## src/rtl/ilf_defs.vh

```
// Shared constants of the image loader FIFO datapath.
`ifndef ILF_DEFS_VH
`define ILF_DEFS_VH

// ----------------------------------------------------------------
// Timing
// ----------------------------------------------------------------
`define ILF_CLK_PERIOD_NS 4
`define ILF_BLINK_HALF_MS 250
`define ILF_BLINK_HALF_CYC (`ILF_BLINK_HALF_MS * (1000000 / `ILF_CLK_PERIOD_NS))

// ----------------------------------------------------------------
// Check codes
// ----------------------------------------------------------------
`define ILF_CRC_POLY 8'h07
`define ILF_CRC_INIT 8'hFF

// ----------------------------------------------------------------
// Microprocessor port addresses
// ----------------------------------------------------------------
`define ILF_ADDR_FIFO 3'h0
`define ILF_ADDR_STAT 3'h1
`define ILF_SCSI_REG_BIT 2

// ----------------------------------------------------------------
// Status byte field positions
// ----------------------------------------------------------------
`define ILF_ST_ISO 0
`define ILF_ST_CRC 1
`define ILF_ST_SPAR 2
`define ILF_ST_FPAR 3
`define ILF_ST_TXVLD 4
`define ILF_ST_RXVLD 5
`define ILF_ST_LBUSY 6
`define ILF_ST_SBUSY 7

// ----------------------------------------------------------------
// Reset values
// ----------------------------------------------------------------
`define ILF_RST_ERR 3'h0
`define ILF_RST_BYTE 8'h00

`endif

```

## src/rtl/ilf_datapath.v

```verilog
// Link handler, SCSI DMA, FIFO banks, bus isolator and disk indicator.
`timescale 1ns/1ns
`include "ilf_defs.vh"

module ilf_datapath #(
  parameter DEPTH      = 16,
  parameter AW         = 4,
  parameter BLINK_HALF = `ILF_BLINK_HALF_CYC
) (
  input  wire        ref_clk,
  input  wire        reset,
  input  wire        clkEn,
  input  wire        lnkRxValid,
  input  wire [7:0]  lnkRxData,
  input  wire        lnkRxLast,
  output wire        lnkRxReady,
  input  wire        lnkTxStart,
  input  wire [15:0] lnkTxLen,
  input  wire        lnkTxReady,
  output reg         lnkTxValid_q,
  output reg  [7:0]  lnkTxData_q,
  output reg         lnkTxLast_q,
  input  wire        scsiDmaEn,
  input  wire        scsiReqIn,
  input  wire        scsiDirIn,
  input  wire [7:0]  scsiDataIn,
  input  wire        scsiParIn,
  output reg  [7:0]  scsiDataOut_q,
  output reg         scsiParOut_q,
  output reg         scsiDataOe_q,
  output reg         scsiAckOut_q,
  input  wire        isoReq,
  output reg         isoState_q,
  input  wire        mpuReq,
  input  wire        mpuWr,
  input  wire [2:0]  mpuAddr,
  input  wire [7:0]  mpuWdata,
  output reg         mpuAck_q,
  output reg         mpuRefused_q,
  output reg  [7:0]  mpuRdata_q,
  input  wire [2:0]  errClr,
  output reg  [2:0]  err_q,
  input  wire        diskSpinIn,
  input  wire        diskSpeedIn,
  output reg         led_q
);

  localparam [1:0] LT_IDLE = 2'h0;
  localparam [1:0] LT_DATA = 2'h1;
  localparam [1:0] LT_CRC  = 2'h2;
  localparam [1:0] SC_IDLE = 2'h0;
  localparam [1:0] SC_DRV  = 2'h1;
  localparam [1:0] SC_ACK  = 2'h2;
  localparam [31:0] BLINK_LAST = BLINK_HALF - 1;

  // ----------------------------------------------------------------
  // Functions
  // ----------------------------------------------------------------
  function [7:0] crc8;
    input [7:0] c;
    input [7:0] d;
    integer i;
    reg [7:0] r;
    begin
      r = c ^ d;
      for (i = 0; i < 8; i = i + 1) begin
        r = r[7] ? ({r[6:0], 1'b0} ^ `ILF_CRC_POLY) : {r[6:0], 1'b0};
      end
      crc8 = r;
    end
  endfunction

  function oddPar;
    input [7:0] d;
    begin
      oddPar = ~^d;
    end
  endfunction

  // ----------------------------------------------------------------
  // Signals
  // ----------------------------------------------------------------
  reg  [1:0]  ltState_q;
  reg  [15:0] ltCnt_q;
  reg  [7:0]  txCrc_q;
  reg  [7:0]  rxCrc_q;
  reg  [1:0]  scState_q;
  reg  [12:0] sync1_q;
  reg  [12:0] sync2_q;
  reg  [7:0]  scsiReg_q [0:3];
  reg  [31:0] blinkCnt_q;
  reg         blink_q;
  wire        reqS;
  wire        dirS;
  wire [7:0]  dataS;
  wire        parS;
  wire        spinS;
  wire        speedS;
  wire        scsiActive;
  wire        slotFree;
  wire        lnkPush;
  wire        lnkPop;
  wire        scsiPush;
  wire        scsiPop;
  wire        mpuFifoOk;
  wire        mpuPush;
  wire        mpuPop;
  wire        txWrRdy;
  wire        txRdVld;
  wire [7:0]  txRdData;
  wire        txParErr;
  wire        rxWrRdy;
  wire        rxRdVld;
  wire [7:0]  rxRdData;
  wire        rxParErr;
  wire [2:0]  errSet;
  wire [7:0]  status;

  // ----------------------------------------------------------------
  // Pin synchronisers.
  // ----------------------------------------------------------------
  always @(posedge ref_clk) begin
    if (reset) begin
      sync1_q <= 13'h0000;
      sync2_q <= 13'h0000;
    end else if (clkEn) begin
      sync1_q <= {diskSpeedIn, diskSpinIn, scsiParIn, scsiDataIn, scsiDirIn, scsiReqIn};
      sync2_q <= sync1_q;
    end
  end

  assign reqS   = sync2_q[0];
  assign dirS   = sync2_q[1];
  assign dataS  = sync2_q[9:2];
  assign parS   = sync2_q[10];
  assign spinS  = sync2_q[11];
  assign speedS = sync2_q[12];

  // ----------------------------------------------------------------
  // FIFO banks and their port arbitration.
  // ----------------------------------------------------------------
  assign scsiActive = scsiDmaEn && isoState_q;
  assign slotFree   = !lnkTxValid_q || lnkTxReady;
  assign lnkPush    = lnkRxValid && txWrRdy && !lnkRxLast;
  assign lnkPop     = (ltState_q == LT_DATA) && slotFree && (ltCnt_q != 16'h0000) && rxRdVld;
  assign scsiPush   = scsiActive && (scState_q == SC_IDLE) && reqS && dirS && rxWrRdy;
  assign scsiPop    = scsiActive && (scState_q == SC_IDLE) && reqS && !dirS && txRdVld;
  assign mpuFifoOk  = mpuReq && !isoState_q && (mpuAddr == `ILF_ADDR_FIFO);
  assign mpuPush    = mpuFifoOk && mpuWr && txWrRdy && !lnkPush;
  assign mpuPop     = mpuFifoOk && !mpuWr && rxRdVld && !lnkPop;
  assign lnkRxReady = txWrRdy;

  ilf_fifo #(.W(8), .DEPTH(DEPTH), .AW(AW)) txBank (
    .ref_clk  (ref_clk),
    .reset    (reset),
    .clkEn    (clkEn),
    .wrEn     (lnkPush || mpuPush),
    .wrData   (lnkPush ? lnkRxData : mpuWdata),
    .rdEn     (scsiPop),
    .wrRdy_q  (txWrRdy),
    .rdVld_q  (txRdVld),
    .rdData   (txRdData),
    .rdParErr (txParErr)
  );

  ilf_fifo #(.W(8), .DEPTH(DEPTH), .AW(AW)) rxBank (
    .ref_clk  (ref_clk),
    .reset    (reset),
    .clkEn    (clkEn),
    .wrEn     (scsiPush),
    .wrData   (dataS),
    .rdEn     (lnkPop || mpuPop),
    .wrRdy_q  (rxWrRdy),
    .rdVld_q  (rxRdVld),
    .rdData   (rxRdData),
    .rdParErr (rxParErr)
  );

  // ----------------------------------------------------------------
  // Link receive CRC check.
  // ----------------------------------------------------------------
  always @(posedge ref_clk) begin
    if (reset) begin
      rxCrc_q <= `ILF_CRC_INIT;
    end else if (clkEn) begin
      if (lnkRxValid && txWrRdy) begin
        rxCrc_q <= lnkRxLast ? `ILF_CRC_INIT : crc8(rxCrc_q, lnkRxData);
      end
    end
  end

  // ----------------------------------------------------------------
  // Link transmit DMA with appended CRC.
  // ----------------------------------------------------------------
  always @(posedge ref_clk) begin
    if (reset) begin
      ltState_q    <= LT_IDLE;
      ltCnt_q      <= 16'h0000;
      txCrc_q      <= `ILF_CRC_INIT;
      lnkTxValid_q <= 1'b0;
      lnkTxData_q  <= `ILF_RST_BYTE;
      lnkTxLast_q  <= 1'b0;
    end else if (clkEn) begin
      if (slotFree) begin
        lnkTxValid_q <= 1'b0;
        lnkTxLast_q  <= 1'b0;
      end
      case (ltState_q)
        LT_IDLE: begin
          if (lnkTxStart) begin
            ltCnt_q   <= lnkTxLen;
            txCrc_q   <= `ILF_CRC_INIT;
            ltState_q <= LT_DATA;
          end
        end
        LT_DATA: begin
          if (lnkPop) begin
            lnkTxValid_q <= 1'b1;
            lnkTxData_q  <= rxRdData;
            txCrc_q      <= crc8(txCrc_q, rxRdData);
            ltCnt_q      <= ltCnt_q - 16'h0001;
          end else if (ltCnt_q == 16'h0000) begin
            ltState_q <= LT_CRC;
          end
        end
        LT_CRC: begin
          if (slotFree) begin
            lnkTxValid_q <= 1'b1;
            lnkTxData_q  <= txCrc_q;
            lnkTxLast_q  <= 1'b1;
            ltState_q    <= LT_IDLE;
          end
        end
        default: begin
          ltState_q <= LT_IDLE;
        end
      endcase
    end
  end

  // ----------------------------------------------------------------
  // SCSI DMA handshake with parity.
  // ----------------------------------------------------------------
  always @(posedge ref_clk) begin
    if (reset) begin
      scState_q     <= SC_IDLE;
      scsiDataOut_q <= `ILF_RST_BYTE;
      scsiParOut_q  <= 1'b0;
      scsiDataOe_q  <= 1'b0;
      scsiAckOut_q  <= 1'b0;
    end else if (clkEn) begin
      scsiDataOe_q <= scsiActive && !dirS;
      case (scState_q)
        SC_IDLE: begin
          if (scsiPush) begin
            scsiAckOut_q <= 1'b1;
            scState_q    <= SC_ACK;
          end else if (scsiPop) begin
            scsiDataOut_q <= txRdData;
            scsiParOut_q  <= oddPar(txRdData);
            scState_q     <= SC_DRV;
          end
        end
        SC_DRV: begin
          scsiAckOut_q <= 1'b1;
          scState_q    <= SC_ACK;
        end
        SC_ACK: begin
          if (!reqS) begin
            scsiAckOut_q <= 1'b0;
            scState_q    <= SC_IDLE;
          end
        end
        default: begin
          scState_q <= SC_IDLE;
        end
      endcase
    end
  end

  // ----------------------------------------------------------------
  // Isolator, processor port and SCSI internal registers.
  // ----------------------------------------------------------------
  assign status = {(scState_q != SC_IDLE), (ltState_q != LT_IDLE), rxRdVld, txRdVld,
                   err_q, isoState_q};

  always @(posedge ref_clk) begin
    if (reset) begin
      isoState_q   <= 1'b0;
      mpuAck_q     <= 1'b0;
      mpuRefused_q <= 1'b0;
      mpuRdata_q   <= `ILF_RST_BYTE;
      scsiReg_q[0] <= `ILF_RST_BYTE;
      scsiReg_q[1] <= `ILF_RST_BYTE;
      scsiReg_q[2] <= `ILF_RST_BYTE;
      scsiReg_q[3] <= `ILF_RST_BYTE;
    end else if (clkEn) begin
      isoState_q   <= isoReq;
      mpuAck_q     <= mpuReq;
      mpuRefused_q <= 1'b0;
      mpuRdata_q   <= `ILF_RST_BYTE;
      if (mpuReq) begin
        if (mpuAddr == `ILF_ADDR_STAT) begin
          mpuRdata_q <= status;
        end else if (isoState_q) begin
          mpuRefused_q <= 1'b1;
        end else if (mpuAddr[`ILF_SCSI_REG_BIT]) begin
          if (mpuWr) begin
            scsiReg_q[mpuAddr[1:0]] <= mpuWdata;
          end else begin
            mpuRdata_q <= scsiReg_q[mpuAddr[1:0]];
          end
        end else if (mpuAddr == `ILF_ADDR_FIFO) begin
          if (mpuPop) begin
            mpuRdata_q <= rxRdData;
          end else if (!mpuPush) begin
            mpuRefused_q <= 1'b1;
          end
        end else begin
          mpuRefused_q <= 1'b1;
        end
      end
    end
  end

  // ----------------------------------------------------------------
  // Sticky error flags.
  // ----------------------------------------------------------------
  assign errSet[0] = lnkRxValid && txWrRdy && lnkRxLast && (lnkRxData != rxCrc_q);
  assign errSet[1] = scsiPush && !(^{dataS, parS});
  assign errSet[2] = (scsiPop && txParErr) || ((lnkPop || mpuPop) && rxParErr);

  always @(posedge ref_clk) begin
    if (reset) begin
      err_q <= `ILF_RST_ERR;
    end else if (clkEn) begin
      err_q <= errSet | (err_q & ~errClr);
    end
  end

  // ----------------------------------------------------------------
  // Faceplate indicator.
  // ----------------------------------------------------------------
  always @(posedge ref_clk) begin
    if (reset) begin
      blinkCnt_q <= 32'h00000000;
      blink_q    <= 1'b0;
      led_q      <= 1'b0;
    end else if (clkEn) begin
      if (blinkCnt_q >= BLINK_LAST) begin
        blinkCnt_q <= 32'h00000000;
        blink_q    <= ~blink_q;
      end else begin
        blinkCnt_q <= blinkCnt_q + 32'h00000001;
      end
      if (speedS) begin
        led_q <= 1'b1;
      end else if (spinS) begin
        led_q <= blink_q;
      end else begin
        led_q <= 1'b0;
      end
    end
  end

endmodule // ilf_datapath

```

## src/rtl/ilf_fifo.v

```verilog
// Parity-protected flip-flop FIFO bank.
`timescale 1ns/1ns
`include "ilf_defs.vh"

module ilf_fifo #(
  parameter W     = 8,
  parameter DEPTH = 16,
  parameter AW    = 4
) (
  input  wire         ref_clk,
  input  wire         reset,
  input  wire         clkEn,
  input  wire         wrEn,
  input  wire [W-1:0] wrData,
  input  wire         rdEn,
  output reg          wrRdy_q,
  output reg          rdVld_q,
  output wire [W-1:0] rdData,
  output wire         rdParErr
);

  localparam [31:0] DEPTH_W = DEPTH;
  localparam [AW:0] FULL    = DEPTH_W[AW:0];

  reg  [W:0]  mem [0:DEPTH-1];
  reg  [AW-1:0] wrPtr_q;
  reg  [AW-1:0] rdPtr_q;
  reg  [AW:0] cnt_q;
  wire        push;
  wire        pop;
  wire [AW:0] cnt_d;

  assign push     = wrEn && wrRdy_q;
  assign pop      = rdEn && rdVld_q;
  assign cnt_d    = cnt_q + {{AW{1'b0}}, push} - {{AW{1'b0}}, pop};
  assign rdData   = mem[rdPtr_q][W-1:0];
  assign rdParErr = ^mem[rdPtr_q];

  // ----------------------------------------------------------------
  // Storage, pointers and flags.
  // ----------------------------------------------------------------
  always @(posedge ref_clk) begin
    if (reset) begin
      wrPtr_q <= {AW{1'b0}};
      rdPtr_q <= {AW{1'b0}};
      cnt_q   <= {(AW+1){1'b0}};
      wrRdy_q <= 1'b0;
      rdVld_q <= 1'b0;
    end else if (clkEn) begin
      if (push) begin
        mem[wrPtr_q] <= {^wrData, wrData};
        wrPtr_q      <= wrPtr_q + 1'b1;
      end
      if (pop) begin
        rdPtr_q <= rdPtr_q + 1'b1;
      end
      cnt_q   <= cnt_d;
      wrRdy_q <= (cnt_d != FULL);
      rdVld_q <= (cnt_d != {(AW+1){1'b0}});
    end
  end

endmodule // ilf_fifo

```

## config.mk

```make
export PLATFORM = sky130hd
export DESIGN_NAME = ilf_datapath
export DESIGN_NICKNAME = d
export VERILOG_FILES = /design/src/rtl/ilf_datapath.v /design/src/rtl/ilf_fifo.v
export VERILOG_INCLUDE_DIRS = /design/src /design/src/rtl
export SDC_FILE = /design/constraint.sdc
export NUM_CORES = 1
export LEC_CHECK = 0
export ABC_AREA = 1
export BUFFER_PORTS_ARGS = -buffer_cell sky130_fd_sc_hd__clkbuf_2
export CORE_MARGIN = 1
export CORE_UTILIZATION = 62
export CTS_CLUSTER_DIAMETER = 50
export CTS_CLUSTER_SIZE = 30
export DETAILED_ROUTE_END_ITERATION = 10
export HOLD_SLACK_MARGIN = 0.12
export PLACE_DENSITY = 0.79
export SKIP_CTS_REPAIR_TIMING = 1
export SLEW_MARGIN = 40
export SYNTH_ARGS = -nofsm -noshare
export SYNTH_HDL_FRONTEND = slang
export SYNTH_SLANG_ARGS = --single-unit
```

## constraint.sdc

```tcl
create_clock -name ref_clk -period 4.2 [get_ports ref_clk]
set_input_delay 0.84 -clock ref_clk [delete_from_list [all_inputs] [get_ports ref_clk]]
set_output_delay 0.84 -clock ref_clk [all_outputs]
set_load 0.02 [all_outputs]
```

Word level (Yosys, flattened, before mapping)
Memories as Yosys holds them, arrays and structs flattened. A register that Yosys moved wholly into a read port is not among the register bits.
Index checks and enable logic that the tools add are counted.

storage, ports and cells
  register bits after elaboration = 161
  latch bits = 0
  RAM bits = 320
  ROM bits = 0
  output and inout bits = 37
  logic and storage cells = 246
  memories kept = 3

memories
  name        depth  bits a word  rd ports  clocked after memory_dff  write ports  line               RTL
  rxBank.mem  16     9            1         1                         1            ilf_fifo.v:25      reg [W:0] mem [0:DEPTH-1];
  txBank.mem  16     9            1         1                         1            ilf_fifo.v:25
  scsiReg_q   4      8            1         0                         4            ilf_datapath.v:90  reg [7:0] scsiReg_q [0:3];

cells by class
  $add $sub $neg = 10
  multipliers = 0
  div/mod/pow operators = 0
  $lt $le $gt $ge = 1
  equal/unequal tests = 16
  shift operators = 0
  muxes and demuxes = 88
  bitwise gates (word level) = 23
  reduce and logical (&&, ||, !) cells = 73

operators with widths
  cell                                                                                    number
  8-bit two-way mux                                                                       14
  3-bit inverter                                                                          17
  3-bit two-way mux                                                                       16
  1-bit two-way mux                                                                       36
  32-bit by 1-bit adder with 32-bit output (second input constant)                        1
  32-bit by 26-bit greater-or-equal comparator with 1-bit output (second input constant)  1
  16-bit two-way mux                                                                      2
  32-bit two-way mux                                                                      1
  16-bit case mux with 2 select lines                                                     1
  8-bit case mux with 2 select lines                                                      2
  1-bit logical AND                                                                       30
  9-bit parity                                                                            3
  4-bit by 1-bit adder with 4-bit output (second input constant)                          4
  16-bit zero test                                                                        1
  2-bit two-way mux                                                                       8
  4-bit two-way mux                                                                       4
  4-bit AND reduction                                                                     4
  16-bit nonzero test                                                                     1
  8-bit parity                                                                            2
  16-bit by 1-bit subtractor with 16-bit output (second input constant)                   1
  8-bit XOR                                                                               2
  2-bit case mux with 3 select lines                                                      2
  2-bit AND reduction                                                                     6
  5-bit by 1-bit adder with 5-bit output                                                  2
  other kinds (25)                                                                        50

Longest topological paths before layout
  word-level depth = 19
  depth in mapped cells = 21

By module
Synthesis repeated with hierarchy kept, for this count alone.

second synthesis, totals
  cell total of the unflattened synthesis = 2567
  area, all modules = 22859.4 µm²

modules (own cells, without submodules)
  module              times used  cells each  area an instance (µm²)  seq. area each (µm²)
  ilf_datapath        1           1143        8384.3                  3583.4
  ilf_fifo at rxBank  1           727         7285.7                  4704.5
  ilf_fifo at txBank  1           697         7189.4                  4704.5

Least setup slack after synthesis
No wires, ideal clock.

  path kind = input to register
  start point = in mpuAddr[0]
  end point = reg rxBank.wrRdy_q
  arrival time = 3066 ps
  required time = 4081 ps
  setup slack = 1015 ps
  cell stages on the path = 14
  cell sequence = nor2_2 inv_2 nor3_2 nand3_1 nand2_1 ha_1 inv_1 ha_1 inv_1 fa_1 o21ai_0 xor2_1 nand2_1 o221a_2

on the way
  word-level cells in the longest chain between the ends = 9

RTL lines
  item                                         line                RTL
  start: declaration                           ilf_datapath.v:36   input wire [2:0] mpuAddr,
  3-bit zero test (no source line)             --
  1-bit logical AND                            ilf_datapath.v:148  assign mpuFifoOk = mpuReq && !isoState_q && (mpuAddr == `ILF_ADDR_FIFO);
  1-bit logical AND (3 in series)              ilf_datapath.v:150  assign mpuPop = mpuFifoOk && !mpuWr && rxRdVld && !lnkPop;
  1-bit logical OR                             ilf_datapath.v:172  .rdEn (lnkPop || mpuPop),
  1-bit logical AND                            ilf_fifo.v:34       assign pop = rdEn && rdVld_q;
  5-bit by 1-bit subtractor with 5-bit output  ilf_fifo.v:35       assign cnt_d = cnt_q + {{AW{1'b0}}, push} - {{AW{1'b0}}, pop};
  5-bit inequality test                        ilf_fifo.v:58       wrRdy_q <= (cnt_d != FULL);
  end signal: assignment                       ilf_fifo.v:58
  end: declaration                             ilf_fifo.v:16       output reg wrRdy_q,

No other way between the ends.
A chain may end at the register's enable or synchronous reset.

Worst setup path after layout
  start point = reg ltCnt_q[0]
  end point = reg rxBank.wrRdy_q

on the way
  word-level cells in the longest chain between the ends = 9

RTL lines
  item                                             line                RTL
  start: declaration                               ilf_datapath.v:84   reg [15:0] ltCnt_q;
  start signal: assignment                         ilf_datapath.v:211  ltCnt_q <= lnkTxLen;
  start signal: assignment                         ilf_datapath.v:221  ltCnt_q <= ltCnt_q - 16'h0001;
  16-bit nonzero test (*)                          ilf_datapath.v:145  assign lnkPop = (ltState_q == LT_DATA) && slotFree && (ltCnt_q != 16'h0000) && rxRdVld;
  1-bit logical AND (*) (2 in series)              ilf_datapath.v:145
  1-bit zero test                                  ilf_datapath.v:150
  1-bit logical AND                                ilf_datapath.v:150
  1-bit logical OR (*)                             ilf_datapath.v:172
  1-bit logical AND (*)                            ilf_fifo.v:34
  5-bit by 1-bit subtractor with 5-bit output (*)  ilf_fifo.v:35
  5-bit inequality test (*)                        ilf_fifo.v:58

Mark *: on every way between the ends. The rest lies on a longest branch, timed or not.

==> impl_metrics.ini <==
[synthesis]
syn_nets = 2551
synth.distinct_cells = 54
synth_top_area_share_pct = 43.1
ys_ff_latch = 489
postSynthCellCount = 2458
yosysMostFrequentCell = nand2_1
synth-edff-count = 320
synthArstFlopShare_pct = 0
synth_area_per_cell_um2 = 9.08
synthTopCellsByArea = edfxtp_1, dfxtp_1, nand2_1, nand3_1, inv_1
synth_area_leader_cell = edfxtp_1
synth_area_um2 = 22300
ys_warn_count = 0
ys_top_cells_by_count = nand2_1, edfxtp_1, inv_1
ys_seq_area_share_pct = 58.2
synth_top_flop_cell = edfxtp_1

[sta]
setup-violations-final = 0
min_period_over_period_pct = 79.8
finalHoldViolCount = 0
max_freq_ghz = 0.298
period_needed_ns = 3.35
finClkSkew_ns = 0.0273
tightest_slew_ns = 0.864
maxSlewViolCount = 0
rsz0062_at_grt = false
relSlewSlack_pct = 42.3
setup-tns-final_ns = 0

[clock_network]
clockBufferDepth = 3
clk_pin_slew_ns = 0.07
cts_root_buf = clkbuf_16
clk_latency_ns = 0.58
cts_tree = built
cts_buffers = 43
cts.sink_count = 489
htreeDepth = 2

[route]
drc = 0
num_vias = 17200
wl_per_cell_um = 17.2
ant_nets = 0
drtIter0Drc = 1726
drtPass1Iterations = 5
routed_wl_um = 52300
via_per_inst = 5.67

[floorplanning]
start_util_pct = 62.9
row_count = 69
num_io_pins = 99
dieArea_um2 = 36800
die_x_um = 192
die_y_um = 192
core_area_um2 = 35500

[pwr]
static-leakage-power_nw = 10.3
power.density_nw_per_um2 = 433
vdd_drop_max_v = 0.000394

[critical_path]
crit_fanout = 3
required_ns = 4.68
crit_type = register to register
ff2ff_setup_slack_ns = 0.85
critPathCaptureType = register
crit_arrival_ns = 3.83
setup.worst_path.start_class = register

[placement]
placed_cell_area_um2 = 23200
dpl.hpwl_um = 34400
gp_congestion = 0.880
port_buffers = 98

[global_route]
first_global_vias = 16200
antenna_found_initial = 1
grt_max_degree = 74
grt_first_pass_wirelength_um = 82200
grt.total_usage_pct = 28.7
grt-ovfl-total = 0

[hold_path]
hold_path_class = register to register

[cells_and_area]
syn2layout_area_growth_pct = 10.7
antennaDiodeCount = 0
fillerInstances = 2618
drive_above_1_share_pct = 10.7
multi_input_area_um2 = 7810
design_area_um2 = 24700
nets = 2636
regArea_um2 = 13000

[job]
max_cap_viol_count = 0

[run_status]
status = finished, final reports clean
## placed cells by master (no fill, tap or decap), types with 40 or more instances in the layout
cell       synthesis  routed
xnor2_1           41      41
clkbuf_2           0      98
dfxtp_1          169     165
edfxtp_1         320     320
o21ai_0          138     138
buf_4              7      40
nand2_1          628     627
clkbuf_16          0      43
nor2_1           251     243
a21oi_1          104     104
nand3_1          210     210
inv_1            262     260
## through the flow
step | worst slack (ns) | power [mW] | util [%] | instances | hold slack, ns
after floorplan | 1.02 | 6.26 | - | 2458 | 0.419
after global placement | 0.878 | 6.56 | 65.4 | 2959 | 0.428
after detailed placement | 0.806 | 6.61 | 65.4 | 2959 | 0.432
after CTS | 0.859 | 10.7 | 69.6 | 3039 | 0.441
after global routing | 0.533 | 11.0 | 69.6 | 3039 | 0.465
final | 0.847 | 10.7 | 69.6 | 3039 | 0.444
## worst max-delay path, cell delays in order (launching register included)
cell     delay [ns]
dfxtp_1        0.31
inv_1          0.09
ha_1           0.19
nand2_1        0.11
nor2_1         0.18
nand2_1        0.11
nor2_2         0.15
nand3_2        0.10
nand2_1        0.07
inv_1          0.05
nand3_2        0.07
nand2_1        0.10
ha_1           0.29
inv_1          0.06
ha_1           0.16
inv_1          0.05
fa_1           0.40
o21ai_0        0.23
xor2_1         0.20
nand2_1        0.09
o221a_2        0.25
## registers in the layout, indices dropped and copies added (netlist names), 13 cells and up, named ones only
| register | cells |
|---|---|
| blinkCnt_q | 32 |
| ltCnt_q | 16 |
| rxBank.mem | 144 |
| scsiReg_q | 32 |
| sync1_q | 13 |
| sync2_q | 13 |
| txBank.mem | 144 |
## cells by family after synthesis
family          share of synthesized area (%)
buf+inv                                  6.89
fa+ha+maj                                1.81
compound gates                           8.09
xor+xnor                                 3.28
simple gates                             21.7
flops                                    58.2
## where the power goes
group / switching, mW / internal [mW] / leakage (nW)
combinational: 0.738 / 0.379 / 5.22
clock: 1.87 / 2.30 / 0.716
sequential: 0.117 / 5.29 / 4.32
total: 2.72 / 7.97 / 10.3
## path summary, 6_finish.rpt
check	startpoint	end	cells past startpoint
max reg2reg	ltCnt_q[0]	rxBank.wrRdy_q	20
max	ltCnt_q[0]	rxBank.wrRdy_q	20
min reg2reg	blinkCnt_q[30]	blinkCnt_q[30]	2
min	blinkCnt_q[30]	blinkCnt_q[30]	2
## routing by layer
| metal | global-route usage [%] | vias up | share of wire [%] |
|---|---|---|---|
| li1 | - | 8285 | - |
| met5 | 0 | - | 0.025 |
| met2 | 46.1 | 717 | 47 |
| met3 | 5.59 | 121 | 8.2 |
| met1 | 38.0 | 8113 | 41 |
| met4 | 12.6 | 2 | 3.7 |
## area by class of cell
| class | instances | area share (%) |
|---|---|---|
| Timing Repair Buffer | 138 | 3.20 |
| Tap cell | 461 | 2.33 |
| Inverter | 279 | 4.25 |
| Multi-Input combinational cell | 1592 | 31.6 |
| Sequential cell | 489 | 52.6 |
| Clock buffer | 55 | 4.62 |
| Clock inverter | 25 | 1.38 |
(Power assumes the default switching activity.)
